[config.mk]
export PLATFORM = sky130hd
export DESIGN_NAME = nvm_id_health
export DESIGN_NICKNAME = d
export VERILOG_FILES = /design/src/design/nvm_id_pkg.sv /design/src/design/nvm_word_if.sv /design/src/design/nvm_store.sv /design/src/design/secded_decode.sv /design/src/design/nvm_id_health.sv
export SDC_FILE = /design/constraint.sdc
export NUM_CORES = 1
export LEC_CHECK = 0
export ABC_CLOCK_PERIOD_IN_PS = 1230
export BUFFER_PORTS_ARGS = -buffer_cell sky130_fd_sc_hd__buf_2
export CAP_MARGIN = 20
export CORE_ASPECT_RATIO = 0.9
export CORE_UTILIZATION = 32
export DETAILED_ROUTE_END_ITERATION = 10
export HOLD_SLACK_MARGIN = 0.15
export PLACE_DENSITY = 0.74
export SYNTH_ARGS = -nofsm -noshare
export SYNTH_HDL_FRONTEND = slang
export SYNTH_SLANG_ARGS = --single-unit
[constraint.sdc]
create_clock -name CLK -period 1.23 [get_ports CLK]
set_input_delay 0.246 -clock CLK [delete_from_list [all_inputs] [get_ports CLK]]
set_output_delay 0.246 -clock CLK [all_outputs]
set_load 0.005 [all_outputs]
[src/design/nvm_id_pkg.sv]
`default_nettype none
package nvm_id_pkg;

    // Register window reached through the serial register interface
    localparam logic [3:0]  MMS_SELECT          = 4'hc;
    localparam logic [15:0] OFF_ADDR_UPPER      = 16'h1003;
    localparam logic [15:0] OFF_WAFER_POS       = 16'h1004;
    localparam logic [15:0] OFF_HEALTH          = 16'h1005;

    // Field positions
    localparam int ADDR_UPPER_LSB = 0;
    localparam int WAFER_COL_LSB  = 0;
    localparam int WAFER_ROW_LSB  = 8;
    localparam int RED_SBE_BIT    = 15;
    localparam int RED_DBE_BIT    = 14;
    localparam int YEL_SBE_BIT    = 13;
    localparam int YEL_DBE_BIT    = 12;
    localparam int GRN_SBE_BIT    = 11;
    localparam int GRN_DBE_BIT    = 10;
    localparam int RSVD_WIDTH     = 10;

    // Reset values
    localparam logic [15:0] READ_RESET   = 16'h0000;
    localparam logic [5:0]  FLAGS_RESET  = 6'h00;

    // Configuration memory shape: 16 data bits, 5 check bits, 1 parity
    localparam int DATA_W  = 16;
    localparam int CODE_W  = 22;
    localparam int DEPTH   = 8;
    localparam int IDX_W   = 3;
    localparam logic [2:0] LAST_WORD = 3'h7;

    // Word placement; zone follows the word index
    localparam logic [2:0] W_WAFER    = 3'h0;
    localparam logic [2:0] W_RSVD     = 3'h1;
    localparam logic [2:0] W_ADDR_UP  = 3'h2;
    localparam logic [2:0] W_TRIM     = 3'h4;
    localparam logic [2:0] FIRST_YEL  = 3'h2;
    localparam logic [2:0] FIRST_RED  = 3'h4;

    // Reference rate of the block clock
    localparam int CLK_HZ = 100_000_000;

    typedef enum logic [2:0] {
        ZONE_GREEN  = 3'b001,
        ZONE_YELLOW = 3'b010,
        ZONE_RED    = 3'b100
    } zone_t;

    typedef enum logic [1:0] {
        ST_LOAD = 2'b01,
        ST_DONE = 2'b10
    } load_state_t;

    function automatic zone_t zone_of(input logic [2:0] idx);
        if (idx >= FIRST_RED)
            return ZONE_RED;
        else if (idx >= FIRST_YEL)
            return ZONE_YELLOW;
        else
            return ZONE_GREEN;
    endfunction

    // Hamming positions 1..21, overall parity in bit 0
    function automatic logic [21:0] secded_encode(input logic [15:0] d);
        logic [21:0] c;
        int          j;
        c = 22'h000000;
        j = 0;
        for (int p = 1; p < CODE_W; p++) begin
            if ((p & (p - 1)) != 0) begin
                c[p] = d[j];
                j++;
            end
        end
        for (int k = 0; k < 5; k++) begin
            for (int p = 1; p < CODE_W; p++) begin
                if ((((p >> k) & 1) == 1) && (p != (1 << k)))
                    c[1 << k] = c[1 << k] ^ c[p];
            end
        end
        c[0] = ^c[21:1];
        return c;
    endfunction

endpackage
`default_nettype wire

[src/design/nvm_word_if.sv]
`timescale 1ns/1ps
`default_nettype none
interface nvm_word_if;
    import nvm_id_pkg::*;

    logic [IDX_W-1:0]  addr;
    logic [CODE_W-1:0] code;
    logic [DATA_W-1:0] data;
    logic              sbe;
    logic              dbe;

    modport store (input addr, output code);
    modport dec   (input code, output data, sbe, dbe);
    modport ctrl  (output addr, input data, sbe, dbe);
endinterface
`default_nettype wire

[src/design/nvm_store.sv]
`timescale 1ns/1ps
`default_nettype none
module nvm_store
    import nvm_id_pkg::*;
#(
    parameter logic [DEPTH*DATA_W-1:0] CONTENT   = '0,
    parameter logic [DEPTH*CODE_W-1:0] FLIP_MASK = '0
) (
    nvm_word_if.store port
);
    logic [CODE_W-1:0] mem [DEPTH];

    // Factory image, no write path exists at all
    always_comb begin
        for (int i = 0; i < DEPTH; i++) begin
            mem[i] = secded_encode(CONTENT[i*DATA_W +: DATA_W])
                   ^ FLIP_MASK[i*CODE_W +: CODE_W];
        end
    end

    assign port.code = mem[port.addr];
endmodule
`default_nettype wire

[src/design/secded_decode.sv]
`timescale 1ns/1ps
`default_nettype none
module secded_decode
    import nvm_id_pkg::*;
(
    nvm_word_if.dec port
);
    // Single errors fixed, double errors flagged
    always_comb begin
        logic [4:0]        syn;
        logic              par;
        logic [CODE_W-1:0] fixed;
        int                j;
        syn   = 5'h00;
        par   = ^port.code;
        fixed = port.code;
        j     = 0;
        for (int k = 0; k < 5; k++) begin
            for (int p = 1; p < CODE_W; p++) begin
                if (((p >> k) & 1) == 1)
                    syn[k] = syn[k] ^ port.code[p];
            end
        end
        port.sbe = 1'b0;
        port.dbe = 1'b0;
        if (par) begin
            // Syndrome past the code length means more than one flip
            if (syn < 5'(CODE_W)) begin
                port.sbe = 1'b1;
                fixed[syn] = ~port.code[syn];
            end else begin
                port.dbe = 1'b1;
            end
        end else if (syn != 5'h00) begin
            port.dbe = 1'b1;
        end
        port.data = 16'h0000;
        for (int p = 1; p < CODE_W; p++) begin
            if ((p & (p - 1)) != 0) begin
                port.data[j] = fixed[p];
                j++;
            end
        end
    end
endmodule
`default_nettype wire

[src/design/nvm_id_health.sv]
`timescale 1ns/1ps
`default_nettype none
module nvm_id_health
    import nvm_id_pkg::*;
#(
    parameter logic [DEPTH*DATA_W-1:0] CONTENT   = 128'h0,
    parameter logic [DEPTH*CODE_W-1:0] FLIP_MASK = 176'h0
) (
    input  wire logic                CLK,
    input  wire logic                RST,
    input  wire logic                RD_REQ,
    input  wire logic [3:0]          RD_MMS,
    input  wire logic [15:0]         RD_ADDR,
    output var  logic                RD_ACK,
    output var  logic [15:0]         RD_DATA,
    output var  logic                RD_ERR,
    output var  logic                LOAD_DONE,
    output var  logic                ADDR_VALID,
    output var  logic                CFG_GUARANTEED,
    output var  logic [DATA_W-1:0]   CFG_TRIM
);
    import nvm_id_pkg::*;

    // Single clock domain for the whole block
    nvm_word_if nvm ();

    nvm_store #(
        .CONTENT   (CONTENT),
        .FLIP_MASK (FLIP_MASK)
    ) u_store (
        .port (nvm)
    );

    secded_decode u_dec (
        .port (nvm)
    );

    load_state_t       state;
    load_state_t       next_state;
    logic [IDX_W-1:0]  idx;
    logic [IDX_W-1:0]  next_idx;
    logic [7:0]        addr_upper;
    logic [7:0]        next_addr_upper;
    logic [6:0]        wafer_row;
    logic [6:0]        next_wafer_row;
    logic [6:0]        wafer_col;
    logic [6:0]        next_wafer_col;
    logic [9:0]        rsvd;
    logic [9:0]        next_rsvd;
    logic [5:0]        flags;
    logic [5:0]        next_flags;
    logic [DATA_W-1:0] trim;
    logic [DATA_W-1:0] next_trim;
    zone_t             zone;

    assign nvm.addr = idx;
    assign zone     = zone_of(idx);

    // Loader walks every word once after reset, then holds
    always_comb begin
        next_state      = state;
        next_idx        = idx;
        next_addr_upper = addr_upper;
        next_wafer_row  = wafer_row;
        next_wafer_col  = wafer_col;
        next_rsvd       = rsvd;
        next_flags      = flags;
        next_trim       = trim;
        unique case (state)
            ST_LOAD: begin
                // Flags only ever set, so nothing can be lost
                unique case (zone)
                    ZONE_RED: begin
                        next_flags[RED_SBE_BIT-GRN_DBE_BIT] =
                            flags[RED_SBE_BIT-GRN_DBE_BIT] | nvm.sbe;
                        next_flags[RED_DBE_BIT-GRN_DBE_BIT] =
                            flags[RED_DBE_BIT-GRN_DBE_BIT] | nvm.dbe;
                    end
                    ZONE_YELLOW: begin
                        next_flags[YEL_SBE_BIT-GRN_DBE_BIT] =
                            flags[YEL_SBE_BIT-GRN_DBE_BIT] | nvm.sbe;
                        next_flags[YEL_DBE_BIT-GRN_DBE_BIT] =
                            flags[YEL_DBE_BIT-GRN_DBE_BIT] | nvm.dbe;
                    end
                    ZONE_GREEN: begin
                        next_flags[GRN_SBE_BIT-GRN_DBE_BIT] =
                            flags[GRN_SBE_BIT-GRN_DBE_BIT] | nvm.sbe;
                        next_flags[0] = flags[0] | nvm.dbe;
                    end
                endcase
                // Corrected data is still latched, even when flagged bad
                if (idx == W_WAFER) begin
                    next_wafer_row = nvm.data[WAFER_ROW_LSB +: 7];
                    next_wafer_col = nvm.data[WAFER_COL_LSB +: 7];
                end
                if (idx == W_RSVD)
                    next_rsvd = nvm.data[RSVD_WIDTH-1:0];
                if (idx == W_ADDR_UP)
                    next_addr_upper = nvm.data[ADDR_UPPER_LSB +: 8];
                if (idx == W_TRIM)
                    next_trim = nvm.data;
                if (idx == LAST_WORD)
                    next_state = ST_DONE;
                else
                    next_idx = idx + 3'h1;
            end
            ST_DONE: begin
                next_idx = idx;
            end
            default: begin
                next_state = ST_LOAD;
                next_idx   = 3'h0;
            end
        endcase
    end

    always_ff @(posedge CLK) begin
        if (RST) begin
            state      <= ST_LOAD;
            idx        <= 3'h0;
            addr_upper <= 8'h00;
            wafer_row  <= 7'h00;
            wafer_col  <= 7'h00;
            rsvd       <= 10'h000;
            flags      <= FLAGS_RESET;
            trim       <= 16'h0000;
        end else begin
            state      <= next_state;
            idx        <= next_idx;
            addr_upper <= next_addr_upper;
            wafer_row  <= next_wafer_row;
            wafer_col  <= next_wafer_col;
            rsvd       <= next_rsvd;
            flags      <= next_flags;
            trim       <= next_trim;
        end
    end

    logic              next_ack;
    logic              next_err;
    logic [15:0]       next_data;
    logic              next_done;
    logic              next_addr_valid;
    logic              next_guaranteed;
    logic [DATA_W-1:0] next_cfg_trim;

    // Read decode; a read changes no state, and no write path exists
    always_comb begin
        next_ack  = RD_REQ;
        next_err  = 1'b0;
        next_data = READ_RESET;
        if (RD_REQ) begin
            if (RD_MMS == MMS_SELECT && RD_ADDR == OFF_ADDR_UPPER) begin
                next_data = {8'h00, addr_upper};
            end else if (RD_MMS == MMS_SELECT &&
                         RD_ADDR == OFF_WAFER_POS) begin
                next_data = {1'b0, wafer_row, 1'b0, wafer_col};
            end else if (RD_MMS == MMS_SELECT &&
                         RD_ADDR == OFF_HEALTH) begin
                next_data = {flags, rsvd};
            end else begin
                next_err = 1'b1;
            end
        end
        next_done       = (state == ST_DONE);
        // Bad address data is reported, operation carries on
        next_addr_valid = (state == ST_DONE) &&
                          !flags[YEL_DBE_BIT-GRN_DBE_BIT];
        // Red double error only withdraws the guarantee
        next_guaranteed = (state == ST_DONE) &&
                          !flags[RED_DBE_BIT-GRN_DBE_BIT];
        next_cfg_trim   = trim;
    end

    always_ff @(posedge CLK) begin
        if (RST) begin
            RD_ACK         <= 1'b0;
            RD_ERR         <= 1'b0;
            RD_DATA        <= READ_RESET;
            LOAD_DONE      <= 1'b0;
            ADDR_VALID     <= 1'b0;
            CFG_GUARANTEED <= 1'b0;
            CFG_TRIM       <= 16'h0000;
        end else begin
            RD_ACK         <= next_ack;
            RD_ERR         <= next_err;
            RD_DATA        <= next_data;
            LOAD_DONE      <= next_done;
            ADDR_VALID     <= next_addr_valid;
            CFG_GUARANTEED <= next_guaranteed;
            CFG_TRIM       <= next_cfg_trim;
        end
    end
endmodule
`default_nettype wire

==> results of run 1 <==
## layout make-up
cell class	instances	area, sq um	share of cell area (%)
Clock buffer	3	22.5	3.09
Inverter	2	7.51	1.03
Multi-Input combinational cell	59	364	49.9
Sequential cell	8	163	22.3
Tap cell	24	30.0	4.12
Timing Repair Buffer	28	143	19.6
## routing by layer
metal,GRT usage (%),part of all wire [%]
met4,4.71,0.77
met1,9.09,34
met5,0,0
met2,19.2,54
met3,5.84,11
## path summary, 6_finish.rpt
check              start  endpoint  slack (ps)  depth (start not counted)
setup / recovery  idx[0]    idx[2]          -3                          5
hold / removal    RD_REQ    RD_ACK         220                          3
setup reg to reg  idx[0]    idx[2]          -3                          5
hold reg to reg   idx[1]    idx[1]         510                          2
## state kept, by name, indices dropped and copies added, names as in the netlist
register	count
RD_ERR	1
idx	3
LOAD_DONE	1
state	2
RD_ACK	1
## timing repair
item | CTS | global route
hold buffers | 0 | 0
gates cloned | 0 | 0
pin swaps | 2 | 2
setup endpoints to repair | 3 | 4
buffers inserted | 1 | 0
resized for setup | 3 | 1
## worst register-to-register path, stage by stage, from the launching register on
cell and delay [ps]:
sky130_fd_sc_hd__dfxtp_2 330, sky130_fd_sc_hd__ha_4 160, sky130_fd_sc_hd__ha_4 200, sky130_fd_sc_hd__mux2_4 260
sky130_fd_sc_hd__a22oi_2 110, sky130_fd_sc_hd__nor2_1 60
## where the power goes
part	total, mW	switching, mW	leakage [nW]	internal, mW
Combinational	0.116	0.0567	0.317	0.0589
Clock	0.199	0.0879	0.0138	0.112
Sequential	0.284	0.0105	0.0662	0.274
## cells in the final DEF (no fill, tap or decap), types with 2 or more instances in the layout
master and count:
sky130_fd_sc_hd__a21oi_1 2, sky130_fd_sc_hd__buf_2 27, sky130_fd_sc_hd__clkbuf_4 3, sky130_fd_sc_hd__conb_1 32, sky130_fd_sc_hd__dfxtp_1 6, sky130_fd_sc_hd__dfxtp_2 2
sky130_fd_sc_hd__ha_4 2, sky130_fd_sc_hd__inv_1 2, sky130_fd_sc_hd__nand2b_1 2, sky130_fd_sc_hd__nor2_1 3, sky130_fd_sc_hd__nor4_1 3, sky130_fd_sc_hd__o21ai_1 2
## cells in the mapped netlist
master | instances | area share (%)
sky130_fd_sc_hd__ha_1 | 2 | 3.9
sky130_fd_sc_hd__nor4_1 | 3 | 3.0
sky130_fd_sc_hd__nand2b_1 | 2 | 2.0
sky130_fd_sc_hd__buf_4 | 34 | 40
sky130_fd_sc_hd__nand4bb_1 | 1 | 1.8
sky130_fd_sc_hd__nor2_1 | 4 | 2.4
sky130_fd_sc_hd__a41oi_1 | 1 | 1.4
sky130_fd_sc_hd__dfxtp_1 | 8 | 25
sky130_fd_sc_hd__mux2_1 | 1 | 1.8
sky130_fd_sc_hd__a22oi_1 | 1 | 1.2
sky130_fd_sc_hd__o21ai_1 | 2 | 1.6
sky130_fd_sc_hd__and2b_4 | 1 | 1.6
sky130_fd_sc_hd__inv_1 | 2 | 1.2
sky130_fd_sc_hd__or3b_1 | 1 | 1.4
sky130_fd_sc_hd__nand3b_1 | 1 | 1.2
sky130_fd_sc_hd__nor2b_1 | 1 | 0.99
sky130_fd_sc_hd__nor2b_4 | 1 | 2.2
sky130_fd_sc_hd__a21oi_1 | 2 | 1.6
sky130_fd_sc_hd__and3b_2 | 1 | 1.6
sky130_fd_sc_hd__or2_1 | 1 | 0.99
sky130_fd_sc_hd__a2111oi_2 | 1 | 2.4
sky130_fd_sc_hd__conb_1 | 1 | 0.59
## logic make-up after synthesis
| logic type | Yosys count | share of synthesized area [%] |
|---|---|---|
| buf+inv | 36 | 41.4 |
| other cells | 1 | 0.591 |
| flops | 8 | 25.2 |
| fa+ha+maj | 2 | 3.94 |
| mux | 1 | 1.78 |
| simple gates | 17 | 18.9 |
| compound gates | 7 | 8.09 |
## through the flow
| stage | power (mW) | setup TNS, ps |
|---|---|---|
| finish | 0.600 | -2.71 |
| global route | 0.639 | -58.9 |
| CTS | 0.606 | 0 |
| detailed placement | 0.392 | -68.6 |
| global placement | 0.387 | -15.0 |
| floorplan | 0.417 | 0 |
==> metrics.log, run 1 <==
INFO  metric hold_path_class = input pin to flip-flop
INFO  metric power_density = between 800 and 900 nW/um^2
INFO  metric first_global_vias = 424
INFO  metric drtAntennaViolNets = 0
INFO  metric chipHeight = between 40 and 50 um
INFO  metric layout_worst_path_cycle_share = 100%
INFO  metric drt_drc_violations_left = 0
INFO  metric totalWireLength = slightly above 1000 um
INFO  metric finished_cell_area = roughly 730 sq um
INFO  metric netlist_instances = 72
INFO  metric drtPass1Iterations = 1
INFO  metric vdd.ir_drop.worst = between 0.3 and 0.4 mV
INFO  metric detail_route.iter0.violations = 0
INFO  metric syn_avg_cell_area = approximately 8.8 sq um
INFO  metric htree_num_levels = 1
INFO  metric number_of_filler_instances_in_the_final_layout = just under 200
INFO  metric critPathSlowestCell = sky130_fd_sc_hd__dfxtp_2
INFO  metric placementRows = 14
INFO  metric dp_hpwl = approximately 900 um
INFO  metric cts.sinks = 8
INFO  metric num-nets-final = around 130
INFO  metric insertedDiodeCount = 0
INFO  metric routed_via_density = around 3.8
INFO  metric grt.overflow.total = 0
INFO  metric floorplan.initialDensity = about 36%
INFO  metric timing_hold_violations_final = 0
INFO  metric cp_common_cell = sky130_fd_sc_hd__ha_4
INFO  metric final_setup_violation_count = 1
INFO  metric path_buf_inv = 0
INFO  metric area_growth = 15.0%
INFO  metric max_cap_viol_count = 0
INFO  metric dp_worst_setup_slack = -53.2 ps
INFO  metric synth-seq-area-share = between 20 and 30%
INFO  metric cts_buffer_depth = 2
INFO  metric io-pin-count = 60
INFO  metric cts_tree = done
INFO  metric timing.setup.critical_path_class = flip-flop to flip-flop
INFO  metric postLayoutSetupSlackWorst = -2.71 ps
INFO  metric placement.cell_area = 681 sq um
INFO  metric die_area = roughly 2200 sq um
INFO  metric worstPathArrival = between 1000 and 1500 ps
INFO  metric worst_path_max_stage_delay = between 300 and 400 ps
INFO  metric timing.final.max_slew_violations = 0
INFO  metric critPathMaxFanout = 2
INFO  metric cts_made_buffers = 3
INFO  metric timing.critical_path.from_type = flip-flop
INFO  metric min_period = ~1200 ps
INFO  metric insertion_delay = about 260 ps
INFO  metric synth_warnings = 0
INFO  metric netlist_area_before_placement = 634 sq um
INFO  metric grt_antenna_before_repair = 0
INFO  metric hold_ws = 217 ps
INFO  metric largest_net_degree_at_the_start_of_global_routing = 8
INFO  metric dp.cells = 120
INFO  metric worstPathCellList = ha_4 > ha_4 > mux2_4 > a22oi_2 > nor2_1
INFO  metric unrepaired_setup_endpoints_after_global_routing = yes
INFO  metric endpoint_kind = flip-flop
INFO  metric critPathTopFamily = adder cells
INFO  metric clockRootBuffer = sky130_fd_sc_hd__clkbuf_4
INFO  metric finClkSkew = 9.29 ps
INFO  metric placement.io_buffers = 27
INFO  metric worst_setup_hold_path_clk_slew = 60 ps
INFO  metric ys_seq_elements = 8
INFO  metric global_route_wire_length_before_repair = between 1500 and 2000 um
INFO  metric status = finished, violations left
INFO  metric synth_cell_type_count = 22
INFO  metric layout-drive-gt1-share = between 40% and 50%
INFO  metric p_leak = between 0.3 and 0.4 nW
INFO  metric num_vias = 470
INFO  metric postLayoutCoreUtil = between 40 and 50%
INFO  metric failed_checks = negative setup slack
INFO  metric die_width = between 40 and 50 um
INFO  metric route.detailed.wl_per_inst = 8.37 um
INFO  metric grt_use_total = about 10%
INFO  metric fmax = 811 MHz
INFO  metric floorplan.core_area = between 1500 and 2000 sq um
INFO  metric globalplace.congestion = approximately 0.76
INFO  metric final_cell_count_no_fill = 124
INFO  metric cp.required = between 1000 and 1500 ps
Note: power is estimated with default switching activity, not from simulation.
==> run 2, diff against run 1 <==
CORE_UTILIZATION = 33   (was 32)
CTS_BUF_LIST = sky130_fd_sc_hd__clkbuf_8   (was unset)
PLACE_DENSITY = 0.76   (was 0.74)
==> run 2 against run 1 <==
  * Sequential power barely moved
  * Final cell count fell by 0.81%
  * Cell area rose by 1.2%
  * Largest cell class unchanged
  * Clock skew fell by 7.7 ps
  * The flow still finishes with violations (negative setup slack)
  * Critical endpoint unchanged
  * Power rose by 16%
==> metrics.log, run 2 (synthesized netlist as in run 1, its figures left out) <==
INFO  metric status = finished, violations left
INFO  metric failed_checks = negative setup slack
INFO  metric final_cell_count_no_fill = 123
INFO  metric grt_use_total = about a tenth
INFO  metric htree_num_levels = 1
INFO  metric die_width = about 48 um
INFO  metric layout-drive-gt1-share = ~40%
INFO  metric num_vias = between 400 and 500
INFO  metric postLayoutCoreUtil = 42.6%
INFO  metric drtPass1Iterations = 4
INFO  metric max_flop_register = idx
INFO  metric fmax = between 800 and 900 MHz
INFO  metric routed_via_density = 3.74
INFO  metric largest_register_ffs = 3
INFO  metric hold_ws = between 200 and 250 ps
INFO  metric vdd.ir_drop.worst = 0.292 mV
INFO  metric min_period = ~1200 ps
INFO  metric worst_setup_hold_path_clk_slew = ~40 ps
INFO  metric cts.sinks = 8
INFO  metric crit-reg2reg-capture = idx[2]
INFO  metric dp.cells = 120
INFO  metric p_leak = 0.399 nW
INFO  metric die_area = 2100 sq um
INFO  metric timing.setup.critical_path_class = flip-flop to flip-flop
INFO  metric route.detailed.wl_per_inst = 7.41 um
INFO  metric endpoint_kind = flip-flop
INFO  metric reg_to_reg_critical_path_startpoint = idx[0]
INFO  metric placementRows = 14
INFO  metric timing.reg2reg.setup_slack = -10 ps
INFO  metric p_total = 698 uW
INFO  metric cp.required = 1340 ps
INFO  metric grt.overflow.total = 0
INFO  metric num-nets-final = roughly 130
INFO  metric drtAntennaViolNets = 0
INFO  metric chipHeight = around 44 um
INFO  metric timing.critical_path.from_type = flip-flop
INFO  metric dp_hpwl = between 800 and 900 um
INFO  metric timing.final.max_slew_violations = 0
INFO  metric insertedDiodeCount = 0
INFO  metric floorplan.initialDensity = a little over a third
INFO  metric max_cap_viol_count = 0
INFO  metric worstPathArrival = roughly 1400 ps
INFO  metric post_cts_hold_buffer_count = 0
INFO  metric globalplace.congestion = 0.763
INFO  metric drt_drc_violations_left = 0
INFO  metric finClkSkew = 1.59 ps
INFO  metric clockRootBuffer = sky130_fd_sc_hd__clkbuf_8
INFO  metric cts_made_buffers = 3
INFO  metric io-pin-count = 60
INFO  metric floorplan.core_area = around 1700 sq um
INFO  metric postLayoutSetupSlackWorst = -14.5 ps
INFO  metric global_route_wire_length_before_repair = roughly 1400 um
INFO  metric layout_commonest_cell = sky130_fd_sc_hd__conb_1
INFO  metric unrepaired_setup_endpoints_after_global_routing = yes
INFO  metric critPathMaxFanout = 3
INFO  metric cts_tree = done
INFO  metric placement.io_buffers = 27
INFO  metric first_global_vias = between 300 and 400
INFO  metric detail_route.iter0.violations = 1
INFO  metric insertion_delay = 220 ps
INFO  metric rr_worst_depth = 5
INFO  metric hold_path_class = input pin to flip-flop
INFO  metric cts_buffer_depth = 2
INFO  metric timing_hold_violations_final = 0
INFO  metric layout.cells.most_common_list = 32 x sky130_fd_sc_hd__conb_1, 27 x sky130_fd_sc_hd__buf_2, 6 x sky130_fd_sc_hd__dfxtp_1
INFO  metric area_growth = 16.4%
INFO  metric grt_antenna_before_repair = 0
INFO  metric reg_top3 = idx: 3 flops, state: 2 flops
INFO  metric cp_capture_point = idx[2]
INFO  metric layout_worst_path_cycle_share = 101%
INFO  metric totalWireLength = 911 um
INFO  metric crit_start = idx[0]
INFO  metric largest_net_degree_at_the_start_of_global_routing = 8
INFO  metric dp_worst_setup_slack = -54.4 ps
INFO  metric power_density = ~950 nW/um^2
INFO  metric final_setup_violation_count = 1
run 2: cell count changes in the layout (fill, tap and decap cells not counted):
cell	delta
sky130_fd_sc_hd__clkbuf_4	-3
sky130_fd_sc_hd__nor2_1	+1
sky130_fd_sc_hd__buf_4	-1
sky130_fd_sc_hd__clkbuf_8	+3
sky130_fd_sc_hd__nor2_2	-1
run 2: routing by layer:
metal | up-vias | global-route usage (%) | routed length (um)
met5 | - | 0 | 0
met4 | 0 | 8.33 | 12
met3 | 2 | 2.50 | 97
met2 | 29 | 14.7 | 486
met1 | 201 | 11.7 | 315
li1 | 228 | - | -
run 2: per-stage QoR:
step | setup TNS (ps) | instance area (sq um)
floorplan | 0 | 771
global placement | -15.0 | 681
detailed placement | -69.6 | 681
CTS | -6.80 | 738
global route | -111 | 738
finish | -14.5 | 738
run 2: area by class of cell:
cell class	count	area, sq um
timing repair buffer	27	135
clock buffer	3	41.3
sequential	8	163
inverter	2	7.51
multi-input combinational	59	362
fill	178	996
tap	24	30.0
run 2: repair_timing:
action | CTS | global route
setup endpoints to repair | 3 | 3
buffers inserted | 0 | 0
gates resized for setup | 3 | 0
pin swaps | 3 | 0
run 2: critical path, cell delays in order (launching register included):
cell,delay [ps]
sky130_fd_sc_hd__dfxtp_2,330
sky130_fd_sc_hd__ha_4,160
sky130_fd_sc_hd__ha_4,200
sky130_fd_sc_hd__mux2_4,260
sky130_fd_sc_hd__a22oi_2,120
sky130_fd_sc_hd__nor2_1,70
run 2: worst min path at each step:
stage                      start  endpoint  slack (ps)  cells after the start
after detailed placement  RD_REQ    RD_ACK         470                      3
after global routing      RD_REQ    RD_ACK         260                      3
after CTS                 RD_REQ    RD_ACK         240                      3
final                     RD_REQ    RD_ACK         240                      3
after floorplan              RST    idx[0]         310                      1
after global placement    RD_REQ    RD_ACK         470                      3
run 2: where the power goes:
| group | leakage, nW | switching [mW] | internal (mW) |
|---|---|---|---|
| Clock | 0.0216 | 0.0921 | 0.211 |
| Sequential | 0.0662 | 0.0110 | 0.275 |
| Combinational | 0.312 | 0.0540 | 0.0549 |
| Total | 0.399 | 0.157 | 0.541 |
